### src/line_tpg_defs.svh
`ifndef LINE_TPG_DEFS_SVH
`define LINE_TPG_DEFS_SVH

`define PIX_W 12
`define LCNT_W 12

`define REG_PATTERN 8'h00
`define REG_TRIG_CFG 8'h04
`define REG_LINE_LEN 8'h08
`define REG_DGAIN 8'h0C
`define REG_STATUS 8'h10
`define REG_LINES 8'h14

`define PAT_OFF 3'h0
`define PAT_FIX8 3'h1
`define PAT_MOV8 3'h2
`define PAT_MOV12 3'h3
`define PAT_FEAT8 3'h4
`define PAT_FEAT12 3'h5

`define TRIG_EXT_BIT 0
`define TRIG_SOFT_BIT 1
`define DGAIN_EN_BIT 16
`define STAT_BUSY_BIT 16
`define STAT_OVT_BIT 17
`define STAT_TRIG_BIT 18
`define STAT_FCNT_LSB 24

`define LINE_LEN_RST 16'h0800
`define DGAIN_RST 10'h100
`define DGAIN_FRAC 8
`define MAX8 12'h0FF
`define MAX12 12'hFFF

`endif

### src/line_tpg_pkg.sv
package line_tpg_pkg;

  typedef enum logic [0:0] {
    GS_IDLE,
    GS_RUN
  } gen_state_e;

endpackage : line_tpg_pkg

### src/stream_if.sv
`timescale 1ns/1ps
interface stream_if #(
  parameter int W = 13
);
  logic valid;
  logic ready;
  logic [W-1:0] data;
  modport src (output valid, output data, input ready);
  modport snk (input valid, input data, output ready);
endinterface : stream_if

### src/pix_fifo.sv
`timescale 1ns/1ps
module pix_fifo #(
  parameter int WIDTH = 13,
  parameter int DEPTH = 8,
  parameter int CNT_W = $clog2(DEPTH + 1)
) (
  input wire logic clock_i,
  input wire logic srst_i,
  stream_if.snk in_s,
  stream_if.src out_s,
  output logic [CNT_W-1:0] count_o
);
  localparam int PTR_W = (DEPTH > 1) ? $clog2(DEPTH) : 1;
  localparam logic [PTR_W-1:0] LAST_PTR = PTR_W'(DEPTH - 1);
  localparam logic [CNT_W-1:0] FULL_CNT = CNT_W'(DEPTH);

  generate
    if (DEPTH < 4) begin : g_bad_depth
      $error("pix_fifo needs DEPTH of at least 4");
    end
  endgenerate

  typedef struct packed {
    logic [PTR_W-1:0] wr;
    logic [PTR_W-1:0] rd;
    logic [CNT_W-1:0] cnt;
  } fifo_s;

  fifo_s r_reg;
  fifo_s r_next;
  logic [WIDTH-1:0] mem [DEPTH];
  logic push;
  logic pop;

  function automatic logic [PTR_W-1:0] bump(input logic [PTR_W-1:0] p);
    bump = (p == LAST_PTR) ? '0 : p + 1'b1;
  endfunction : bump

  assign in_s.ready = (r_reg.cnt != FULL_CNT);
  assign out_s.valid = (r_reg.cnt != '0);
  assign out_s.data = mem[r_reg.rd];
  assign count_o = r_reg.cnt;
  assign push = in_s.valid & in_s.ready;
  assign pop = out_s.valid & out_s.ready;

  always_comb begin
    r_next = r_reg;
    if (push) begin
      r_next.wr = bump(r_reg.wr);
    end
    if (pop) begin
      r_next.rd = bump(r_reg.rd);
    end
    if (push && !pop) begin
      r_next.cnt = r_reg.cnt + 1'b1;
    end else if (pop && !push) begin
      r_next.cnt = r_reg.cnt - 1'b1;
    end
  end

  always_ff @(posedge clock_i) begin
    if (srst_i) begin
      r_reg <= '0;
    end else begin
      r_reg <= r_next;
    end
  end

  // Storage needs no reset; valid comes from the count
  always_ff @(posedge clock_i) begin
    if (push) begin
      mem[r_reg.wr] <= in_s.data;
    end
  end

endmodule : pix_fifo

### src/line_tpg.sv
// Function
// - test mode discards sensor, generates every line
// - external trigger selected: one line per trigger
// - analog settings never reach generated pixels
// - patterns one to three bypass digital processing
// - feature patterns pass through digital gain
// - selector takes off or patterns one to five
// - writing off restores sensor line output
// - pattern one: column modulo 256
// - line counter increments on every line
// - pattern two: column plus counter, modulo 256
// - pattern three: column plus counter, modulo 4096
// - pattern four: pattern two through processing
// - pattern five: pattern three through processing
//
// The placing of the registers and the Wishbone interface to the registers are this design's own decisions.
`timescale 1ns/1ps
`include "line_tpg_defs.svh"
module line_tpg
  import line_tpg_pkg::*;
#(
  parameter int FIFO_DEPTH = 8,
  parameter int COL_W = 16
) (
  input wire logic clock_i,
  input wire logic srst_i,
  input wire logic wb_cyc_i,
  input wire logic wb_stb_i,
  input wire logic wb_we_i,
  input wire logic [7:0] wb_adr_i,
  input wire logic [3:0] wb_sel_i,
  input wire logic [31:0] wb_dat_i,
  output logic [31:0] wb_dat_o,
  output logic wb_ack_o,
  input wire logic line_trig_i,
  input wire logic ext_trig_i,
  input wire logic sensor_valid_i,
  input wire logic [`PIX_W-1:0] sensor_data_i,
  input wire logic sensor_last_i,
  output logic sensor_ready_o,
  output logic px_valid_o,
  output logic [`PIX_W-1:0] px_data_o,
  output logic px_last_o,
  input wire logic px_ready_i,
  output logic test_active_o
);
  localparam int FW = `PIX_W + 1;
  localparam int CNT_W = $clog2(FIFO_DEPTH + 1);

  generate
    if (COL_W < 8 || COL_W > 16) begin : g_bad_col
      $error("line_tpg needs COL_W between 8 and 16");
    end
    if (FIFO_DEPTH < 4) begin : g_bad_depth
      $error("line_tpg needs FIFO_DEPTH of at least 4");
    end
  endgenerate

  // Slack for the registered sensor ready and the processing stage
  localparam logic [CNT_W-1:0] ROOM_MAX = CNT_W'(FIFO_DEPTH - 3);

  typedef struct packed {
    logic ack;
    logic [31:0] rdat;
    logic [2:0] pat;
    logic ext_sel;
    logic [COL_W-1:0] len;
    logic [9:0] gain;
    logic gain_en;
    logic ovt;
    logic soft_trig;
    logic s1;
    logic s2;
    logic s3;
    logic lvl;
    gen_state_e st;
    logic [2:0] lpat;
    logic [COL_W-1:0] col;
    logic [`LCNT_W-1:0] cnt;
    logic [31:0] lines;
    logic pv;
    logic [`PIX_W-1:0] pd;
    logic pl;
    logic sens_rdy;
    logic ov;
    logic [`PIX_W-1:0] od;
    logic ol;
  } state_s;

  state_s r_reg;
  state_s r_next;

  stream_if #(.W(FW)) fifo_in ();
  stream_if #(.W(FW)) fifo_out ();
  logic [CNT_W-1:0] fifo_cnt;

  pix_fifo #(
    .WIDTH(FW),
    .DEPTH(FIFO_DEPTH),
    .CNT_W(CNT_W)
  ) u_fifo (
    .clock_i(clock_i),
    .srst_i(srst_i),
    .in_s(fifo_in.snk),
    .out_s(fifo_out.src),
    .count_o(fifo_cnt)
  );

  function automatic logic [31:0] lane_merge(
    input logic [31:0] old_v,
    input logic [31:0] new_v,
    input logic [3:0] sel
  );
    logic [31:0] m;
    m = {{8{sel[3]}}, {8{sel[2]}}, {8{sel[1]}}, {8{sel[0]}}};
    lane_merge = (old_v & ~m) | (new_v & m);
  endfunction : lane_merge

  // Digital gain stage with saturation at the pattern's bit depth
  function automatic logic [`PIX_W-1:0] dsp(
    input logic [`PIX_W-1:0] p,
    input logic en,
    input logic [9:0] g,
    input logic is8
  );
    logic [21:0] prod;
    logic [13:0] q;
    logic [`PIX_W-1:0] lim;
    prod = 22'(p) * 22'(g);
    q = prod[21:`DGAIN_FRAC];
    lim = is8 ? `MAX8 : `MAX12;
    if (!en) begin
      dsp = p;
    end else if (q > 14'(lim)) begin
      dsp = lim;
    end else begin
      dsp = q[`PIX_W-1:0];
    end
  endfunction : dsp

  logic req;
  logic wr_now;
  logic [31:0] wval;
  logic [31:0] rmux;
  logic ext_rise;
  logic trig;
  logic room;
  logic test_mode;
  logic emit;
  logic sens_take;
  logic [`LCNT_W-1:0] mov;
  logic [`PIX_W-1:0] gpix;
  logic glast;
  logic gproc;
  logic g8;
  logic ovt_set;
  logic ovt_clr;
  logic out_free;

  assign out_free = !r_reg.ov || px_ready_i;
  assign fifo_out.ready = out_free;
  assign fifo_in.valid = r_reg.pv;
  assign fifo_in.data = {r_reg.pl, r_reg.pd};

  always_comb begin
    r_next = r_reg;
    req = wb_cyc_i & wb_stb_i;
    wr_now = req & r_reg.ack & wb_we_i;
    rmux = 32'h0000_0000;
    wval = 32'h0000_0000;
    ovt_clr = 1'b0;
    ovt_set = 1'b0;
    r_next.soft_trig = 1'b0;

    // Bus reply one cycle after the request; writes land on the ack edge
    r_next.ack = req & !r_reg.ack;
    case (wb_adr_i[7:2])
      `REG_PATTERN >> 2: begin
        rmux = {29'h0, r_reg.pat};
      end
      `REG_TRIG_CFG >> 2: begin
        rmux = {31'h0, r_reg.ext_sel};
      end
      `REG_LINE_LEN >> 2: begin
        rmux = 32'(r_reg.len);
      end
      `REG_DGAIN >> 2: begin
        rmux = {15'h0, r_reg.gain_en, 6'h0, r_reg.gain};
      end
      `REG_STATUS >> 2: begin
        rmux = 32'(r_reg.cnt);
        rmux[`STAT_BUSY_BIT] = (r_reg.st == GS_RUN);
        rmux[`STAT_OVT_BIT] = r_reg.ovt;
        rmux[`STAT_TRIG_BIT] = r_reg.lvl;
        rmux[`STAT_FCNT_LSB +: 4] = 4'(fifo_cnt);
      end
      `REG_LINES >> 2: begin
        rmux = r_reg.lines;
      end
      default: begin
        rmux = 32'h0000_0000;
      end
    endcase
    if (req && !r_reg.ack) begin
      r_next.rdat = rmux;
    end

    if (wr_now) begin
      case (wb_adr_i[7:2])
        `REG_PATTERN >> 2: begin
          wval = lane_merge({29'h0, r_reg.pat}, wb_dat_i, wb_sel_i);
          if (wval[2:0] <= `PAT_FEAT12) begin
            r_next.pat = wval[2:0];
            if (wval[2:0] != `PAT_OFF && wval[2:0] != r_reg.pat) begin
              r_next.cnt = '0;
            end
          end
        end
        `REG_TRIG_CFG >> 2: begin
          wval = lane_merge({31'h0, r_reg.ext_sel}, wb_dat_i, wb_sel_i);
          r_next.ext_sel = wval[`TRIG_EXT_BIT];
          r_next.soft_trig = wval[`TRIG_SOFT_BIT];
        end
        `REG_LINE_LEN >> 2: begin
          wval = lane_merge(32'(r_reg.len), wb_dat_i, wb_sel_i);
          r_next.len = (wval[COL_W-1:0] == '0) ? COL_W'(1) : wval[COL_W-1:0];
        end
        `REG_DGAIN >> 2: begin
          wval = lane_merge({15'h0, r_reg.gain_en, 6'h0, r_reg.gain}, wb_dat_i, wb_sel_i);
          r_next.gain = wval[9:0];
          r_next.gain_en = wval[`DGAIN_EN_BIT];
        end
        `REG_STATUS >> 2: begin
          ovt_clr = wb_sel_i[2] & wb_dat_i[`STAT_OVT_BIT];
        end
        default: begin
        end
      endcase
    end

    // Trigger pin filter: a level counts once the last two stages agree
    r_next.s1 = ext_trig_i;
    r_next.s2 = r_reg.s1;
    r_next.s3 = r_reg.s2;
    ext_rise = 1'b0;
    if (r_reg.s2 == r_reg.s3 && r_reg.s3 != r_reg.lvl) begin
      r_next.lvl = r_reg.s3;
      ext_rise = r_reg.s3;
    end
    trig = r_reg.ext_sel ? ext_rise : (line_trig_i | r_reg.soft_trig);

    room = fifo_in.ready && (fifo_cnt <= ROOM_MAX);
    test_mode = (r_reg.pat != `PAT_OFF) || (r_reg.st == GS_RUN);

    mov = `LCNT_W'(r_reg.col) + r_reg.cnt;
    g8 = (r_reg.lpat != `PAT_MOV12) && (r_reg.lpat != `PAT_FEAT12);
    gproc = (r_reg.lpat == `PAT_FEAT8) || (r_reg.lpat == `PAT_FEAT12);
    glast = (r_reg.col == r_reg.len - 1'b1);
    case (r_reg.lpat)
      `PAT_FIX8: gpix = {4'h0, r_reg.col[7:0]};
      `PAT_MOV8, `PAT_FEAT8: gpix = {4'h0, mov[7:0]};
      `PAT_MOV12, `PAT_FEAT12: gpix = mov;
      default: gpix = '0;
    endcase

    emit = 1'b0;
    case (r_reg.st)
      GS_IDLE: begin
        if (trig && r_reg.pat != `PAT_OFF) begin
          r_next.st = GS_RUN;
          r_next.lpat = r_reg.pat;
          r_next.col = '0;
        end
      end
      GS_RUN: begin
        ovt_set = trig;
        if (room) begin
          emit = 1'b1;
          if (glast) begin
            r_next.st = GS_IDLE;
            r_next.cnt = r_reg.cnt + 1'b1;
            r_next.lines = r_reg.lines + 1'b1;
          end else begin
            r_next.col = r_reg.col + 1'b1;
          end
        end
      end
      default: begin
        r_next.st = GS_IDLE;
      end
    endcase
    // Set wins over a clear in the same cycle
    r_next.ovt = (r_reg.ovt & ~ovt_clr) | ovt_set;

    // In test mode sensor beats are drained and dropped
    sens_take = sensor_valid_i & r_reg.sens_rdy & !test_mode;
    r_next.sens_rdy = test_mode | room;

    // Sensor data carries the analog settings; generated data never does
    r_next.pv = emit | sens_take;
    if (emit) begin
      r_next.pd = gproc ? dsp(gpix, r_reg.gain_en, r_reg.gain, g8) : gpix;
      r_next.pl = glast;
    end else if (sens_take) begin
      r_next.pd = dsp(sensor_data_i, r_reg.gain_en, r_reg.gain, 1'b0);
      r_next.pl = sensor_last_i;
    end

    if (out_free) begin
      r_next.ov = fifo_out.valid;
      r_next.od = fifo_out.data[`PIX_W-1:0];
      r_next.ol = fifo_out.data[`PIX_W];
    end
  end

  always_ff @(posedge clock_i) begin
    if (srst_i) begin
      r_reg <= '0;
      r_reg.len <= COL_W'(`LINE_LEN_RST);
      r_reg.gain <= `DGAIN_RST;
    end else begin
      r_reg <= r_next;
    end
  end

  assign wb_ack_o = r_reg.ack;
  assign wb_dat_o = r_reg.rdat;
  assign sensor_ready_o = r_reg.sens_rdy;
  assign px_valid_o = r_reg.ov;
  assign px_data_o = r_reg.od;
  assign px_last_o = r_reg.ol;
  assign test_active_o = r_reg.st == GS_RUN;

endmodule : line_tpg

### config.mk
export PLATFORM = sky130hd
export DESIGN_NAME = line_tpg
export DESIGN_NICKNAME = d
export VERILOG_FILES = /design/src/line_tpg_pkg.sv /design/src/stream_if.sv /design/src/pix_fifo.sv /design/src/line_tpg.sv
export VERILOG_INCLUDE_DIRS = /design/src
export SDC_FILE = /design/constraint.sdc
export NUM_CORES = 1
export LEC_CHECK = 0
export ABC_AREA = 1
export BUFFER_PORTS_ARGS = -buffer_cell sky130_fd_sc_hd__buf_4
export CAP_MARGIN = 20
export CORE_MARGIN = 2
export CORE_UTILIZATION = 25
export CTS_BUF_LIST = sky130_fd_sc_hd__clkbuf_8
export DETAILED_ROUTE_END_ITERATION = 8
export GPL_ROUTABILITY_DRIVEN = 0
export PLACE_DENSITY = 0.43
export RECOVER_POWER = 100
export SLEW_MARGIN = 30
export SYNTH_ARGS = -nofsm -noshare
export SYNTH_HDL_FRONTEND = slang
export SYNTH_SLANG_ARGS = --single-unit
### constraint.sdc
create_clock -name clock_i -period 9.44 [get_ports clock_i]
set_input_delay 0.944 -clock clock_i [delete_from_list [all_inputs] [get_ports clock_i]]
set_output_delay 0.944 -clock clock_i [all_outputs]
set_load 0.1 [all_outputs]
Word-level counts from Yosys, hierarchy flattened. Memories as Yosys holds them, arrays and structs flattened. A register that Yosys moved wholly into a read port is not among the register bits. Cells that the tools add are included.

$add $sub $neg: 9. Multiply operators: 2. Div/mod/pow operators: 0. Order comparisons: 4. Equality and inequality tests: 22. Shift-type cells: 0. Muxes and demuxes: 37. Bitwise operators: 28. Reduce and logical (&&, ||, !) cells: 33.

Operator list (count): $pmux W32 S6 (1); $mux W12 (10); $mux W44 (2); $mux W60 (1); $mul A12 B10 Y22 (2); $pmux W12 S3 (1); $and A17 B17 Y17 (2); $add A32 B1 Y32 const B (1); $mux W16 (2); $pmux W16 S2 (1); $mux W13 (2); $mux W20 (1); $not A17 Y17 (1); $or A17 B17 Y17 (1); $add A16 B1 Y16 const B (1); $and A16 B16 Y16 (1); $eq A16 B16 Y1 (1); $logic_not A16 Y1 (1); $or A16 B16 Y16 (1); $sub A16 B1 Y16 const B (1); $gt A14 B12 Y1 (1); $gt A14 B12 Y1 const B (1); $add A12 B1 Y12 const B (1); $add A12 B12 Y12 (1); other kinds (41) (97).

Register bits after elaboration: 160. Bits in latches: 0. RAM bits: 104. ROM bits: 0. Input port bits: 66. Output and inout port bits: 49. Word-level logic and storage cells: 162. Memories: 1.

Memories: u_fifo.mem (depth 8, bits a word 13, rd ports 1, clocked after Yosys merged registers in 1, wr ports 1, RTL line pix_fifo.sv:31) `logic [WIDTH-1:0] mem [DEPTH];`.

Longest topological paths before layout.
Depth in word-level cells: 12. Gate-level depth with buffers: 48.

Modules after synthesis. From an unflattened synthesis, not the netlist that was laid out.

Cell total of the unflattened synthesis: 2943. Area total of the unflattened synthesis: 22399.0 µm².

By module, submodules not included: line_tpg (instances 1, cells each 2498, area each 17429.2 µm²); pix_fifo (instances 1, cells each 445, area each 4969.8 µm²).

Worst setup path after synthesis. OpenSTA, ideal clock, no wires.

Kind: register to register. Start point: register r_reg[73] (netlist name). End point: register r_reg, in the netlist fifo_in.data[10]. Setup time: 0.109 ns. Arrival: 7.128 ns. Data required time: 9.331 ns. Slack: 2.203 ns. Cell stages (with the launch flop): 48. Path buffers: 0. Clock period less this slack: 7.237 ns. Cell sequence: dfxtp_1 -> ha_1 -> fa_1 -> a21oi_1 -> nor2_1 -> o21ai_0 -> nand2_1 -> nand2_1 -> nand2_1 -> nand2_1 -> nand2_1 -> nand2_1 -> nand2_1 -> nor2_1 -> nand2_1 -> fa_1 -> inv_1 -> fa_1 -> (+12 left out) -> nand2_1 -> nand2_1 -> xnor2_1 -> inv_1 -> ha_1 -> nand4_1 -> nor2_1 -> nand2_1 -> nor2_2 -> nand3_2 -> nand2_4 -> nand2_2 -> nand2_2 -> nand3_1 -> nand2_1 -> nand3_1 -> nand2_1 -> inv_1.

Word-level cells in the longest chain between the ends: 8.

RTL lines: start: declaration (RTL line line_tpg.sv:90) `state_s r_reg;`; start signal: assignment (RTL line line_tpg.sv:322) `r_reg <= r_next;`; $add A12 B12 Y12 (no source line); $pmux W12 S3 * (RTL line line_tpg.sv:259) `case (r_reg.lpat)`; $mul A12 B10 Y22 (RTL line line_tpg.sv:129) `prod = 22'(p) * 22'(g);`; $gt A14 B12 Y1 (RTL line line_tpg.sv:134) `end else if (q > 14'(lim)) begin`; $mux W12 (RTL line line_tpg.sv:134); $mux W12 (RTL line line_tpg.sv:132) `if (!en) begin`; $mux W12 * (RTL line line_tpg.sv:302) `r_next.pd = gproc ? dsp(gpix, r_reg.gain_en, r_reg.gain, g8) : gpix;`; $mux W13 * (RTL line line_tpg.sv:301) `if (emit) begin`.

Every way passes the cells marked *; elsewhere a longest branch is shown, timed or not. A chain may end at the register's enable or synchronous reset.

Worst setup path in the final report.
Start point: register r_reg[77] (netlist name). End point: register r_reg, in the netlist fifo_in.data[6].

Same word-level chain as after synthesis.

==> results.md <==
* FF-to-FF Start: r_reg[77]$_SDFFE_PP0P_
* NetSw at 0.00123 W
* CP Max Fanout at 7
* Mapped Cells at 2820
* HP Class: reg2reg
* Seq pwr share at 41.8%
* Setup violators final at 0
* VDD IR-drop max at 0.198 mV
* CTS Sinks at 277
* Vias per std cell at 4.56
* Fill cells at 9656
* Pre-CTS WS at 1120 ps
* Worst EP required at 9960 ps
* Total power at 0.00330 W
* Drt first-iter violations at 1266
* Drt drc at 0
* Rel. slew slack at -123%
* Post CTS Setup Buffer Count at 0
* Hold buffer count at CTS at 0
* Crit share post-route at 89.8%
* Core area at 0.0870 mm²
* Max reg flops at 104
* Max Cap Viol at 6
* Clk_skew at 23.9 ps
* Clock transition at path regs at 60 ps
* Startpoint Class: flop
* Largest net degree at the start of global routing at 67
* Clk Latency, worst-skew pair at 640 ps
* First-pass GRT wire length at 107 mm
* Worst slew pin tran at 3340 ps
* Top FF cell, synth: dfxtp_1
* Dpl cells at 3944
* Drt first pass iters at 5
* Die X-Extent at 301 µm
* Nets at 3198
* Slowest CP cell: dfxtp_1
* CTS buffer count at 49
* Most frequent cells in the layout: nand2_1, inv_1, nor2_1, o21ai_0, a21oi_1
* Max Transition Viols Final at 277
* Final hold viol count at 0
* Global route overflow at 0
* Net Sw Frac at 37.2%
* Status: finished with violations
* Clk root buf: clkbuf_8
* Post-route insts no fill at 4032
* Number of gates resized after cts at 0
* Int Pwr at 0.00207 W
* Logic gate share of total power at 24.2%
* Fin worst setup slack at 967 ps
* Clock Tree Buf Depth at 3
* Initial core utilization at 25.3%
* Post-synth EDFFs at 104
* Post-Syn Area at 0.0220 mm²
* Number of global-route vias before repair at 18100
* Yosys warning total at 0
* Synth Register Bits at 277
* Detailed Place HPWL at 51.4 mm
* Initial antenna violation count at 0
* Die Span Y at 301 µm
* # IOs at 115
* Worst Path Buf+Inv at 8
* WL/cell at 17.1 µm
* Rows at 108
* Critical path's most frequent cell: nand2_1
* Input/output buffers at 97
* Critical path arrival at 9000 ps
* Largest delay share family, worst path: adder cells
* Placed cell areas at 0.0236 mm²
* Seq/Total Area, Yosys at 30.0%
* Commonest non-fill, non-tap cell in the layout: nand2_1
* Peak Freq at 118 MHz
* Diodes inserted at 0
* CP startpoint: r_reg[77]$_SDFFE_PP0P_
* Synth cell types at 63
* Endpoint class of the critical path: flop
* Non-Filler Cell Area, Final at 0.0243 mm²
* RSZ-0062 raised after global routing: false
* H-tree levels at 2
* Final ANT Viol Nets at 0
* Register area at 0.00659 mm²
* Async S/R FF share, synth at 0%
* CTS tree: done
* Pleak at 10.7 nW
* Die area at 0.0903 mm²
* Syn Area/Cell at 7.80 µm²
* Routed wire length at 68.8 mm
* Pwr Density at 136 mW/mm²
* Critical path's largest stage delay at 590 ps
* Total track usage at 15.2%
* Post-Route Setup TNS at 0 ps
* Multi-input logic area at 0.0130 mm²
* Clock share of power at 34.1%
* Hold Crit Start: r_next[95]$_SDFF_PP0_
* Share of layout cells above drive strength 1 at 6.33%
* Total number of vias at 18400
* Failing checks: capacitance limit, slew limit
* CP Class: reg2reg
* Syn Nets at 3178
* Syn-to-layout area delta at 10.3%
* Final min period at 8470 ps
[final timing paths]
kind / endpoint / slack, ps / depth (start not counted)
worst max-delay path: fifo_in.data[6]$_SDFFE_PP0P_ / 970 / 45
worst min-delay path: r_next[94]$_SDFF_PP0_ / 410 / 2
worst max register to register: fifo_in.data[6]$_SDFFE_PP0P_ / 970 / 45
worst min register to register: r_next[94]$_SDFF_PP0_ / 410 / 2
[synthesized netlist by cell type, drive strengths merged, types with 8 or more instances]
master	instances	area, µm²
ha	136	1700
fa	156	3120
nand4	25	178
a21oi	185	933
xnor2	20	175
nand2	602	2310
o21ai	201	1010
clkbuf	94	354
edfxtp	104	3120
o211ai	19	143
dfxtp	173	3460
buf	55	414
nor4	19	125
or2	10	62.6
nand3	84	455
a31oi	9	56.3
nor3	45	235
a211oi	14	125
inv	412	1550
o22ai	50	313
o21bai	8	60.1
xor2	71	622
nor2	280	1100
[tightest hold or removal path, cell delays in order (launching register included)]
cell and delay, ps:
dfxtp_1 300, inv_1 40, nor2_1 30
[logic make-up (layout without fill, tap and decap cells)]
kind of cell             after synthesis  after routing  synth area share [%]
flip-flops                           277            277                  30.0
buffers and inverters                568            625                  10.7
AO/OA/AOI/OAI                        510            510                  12.9
AND/OR/NAND/NOR                     1081           1081                  20.9
XOR/XNOR                              91             91                  3.63
multiplexers                           1              1                0.0455
adder cells (fa/ha/maj)              292            292                  21.9
[through the flow]
stage	utilization [%]	hold slack (ps)
after CTS	28.2	414
after global placement	27.1	410
after floorplan	-	388
after detailed placement	27.1	400
final	27.9	412
after global routing	27.9	438
[area by class of cell]
| type | count | share of cell area, % |
|---|---|---|
| clock buffers | 56 | 3.18 |
| clock inverters | 32 | 0.779 |
| inverters | 419 | 6.51 |
| multi-input cells | 1975 | 53.7 |
| flip-flops and latches | 277 | 27.2 |
| well taps | 1155 | 5.96 |
| repair buffers | 118 | 2.74 |
[power groups by stage]
stage | Clock, W | Sequential, W | Combinational (W)
2_1_floorplan | 0 | 0.00141 | 0.000605
3_3_place_gp | 0 | 0.00140 | 0.000828
3_5_place_dp | 0 | 0.00140 | 0.000827
4_1_cts | 0.00117 | 0.00138 | 0.000830
5_1_grt | 0.00121 | 0.00139 | 0.000877
6_report | 0.00112 | 0.00138 | 0.000796
[metal layers]
layer  part of all wire, %  wire length, µm  vias to the layer above  track usage [%]
met4                   1.6             1140                        0             3.21
met2                    43            29800                      354             23.4
met1                    51            35200                     8821             22.7
li1                      -                -                     9140                -
met3                   3.8             2630                       68             1.67
met5                     0                0                        -                0
Note: power is estimated with default switching activity, not from simulation.
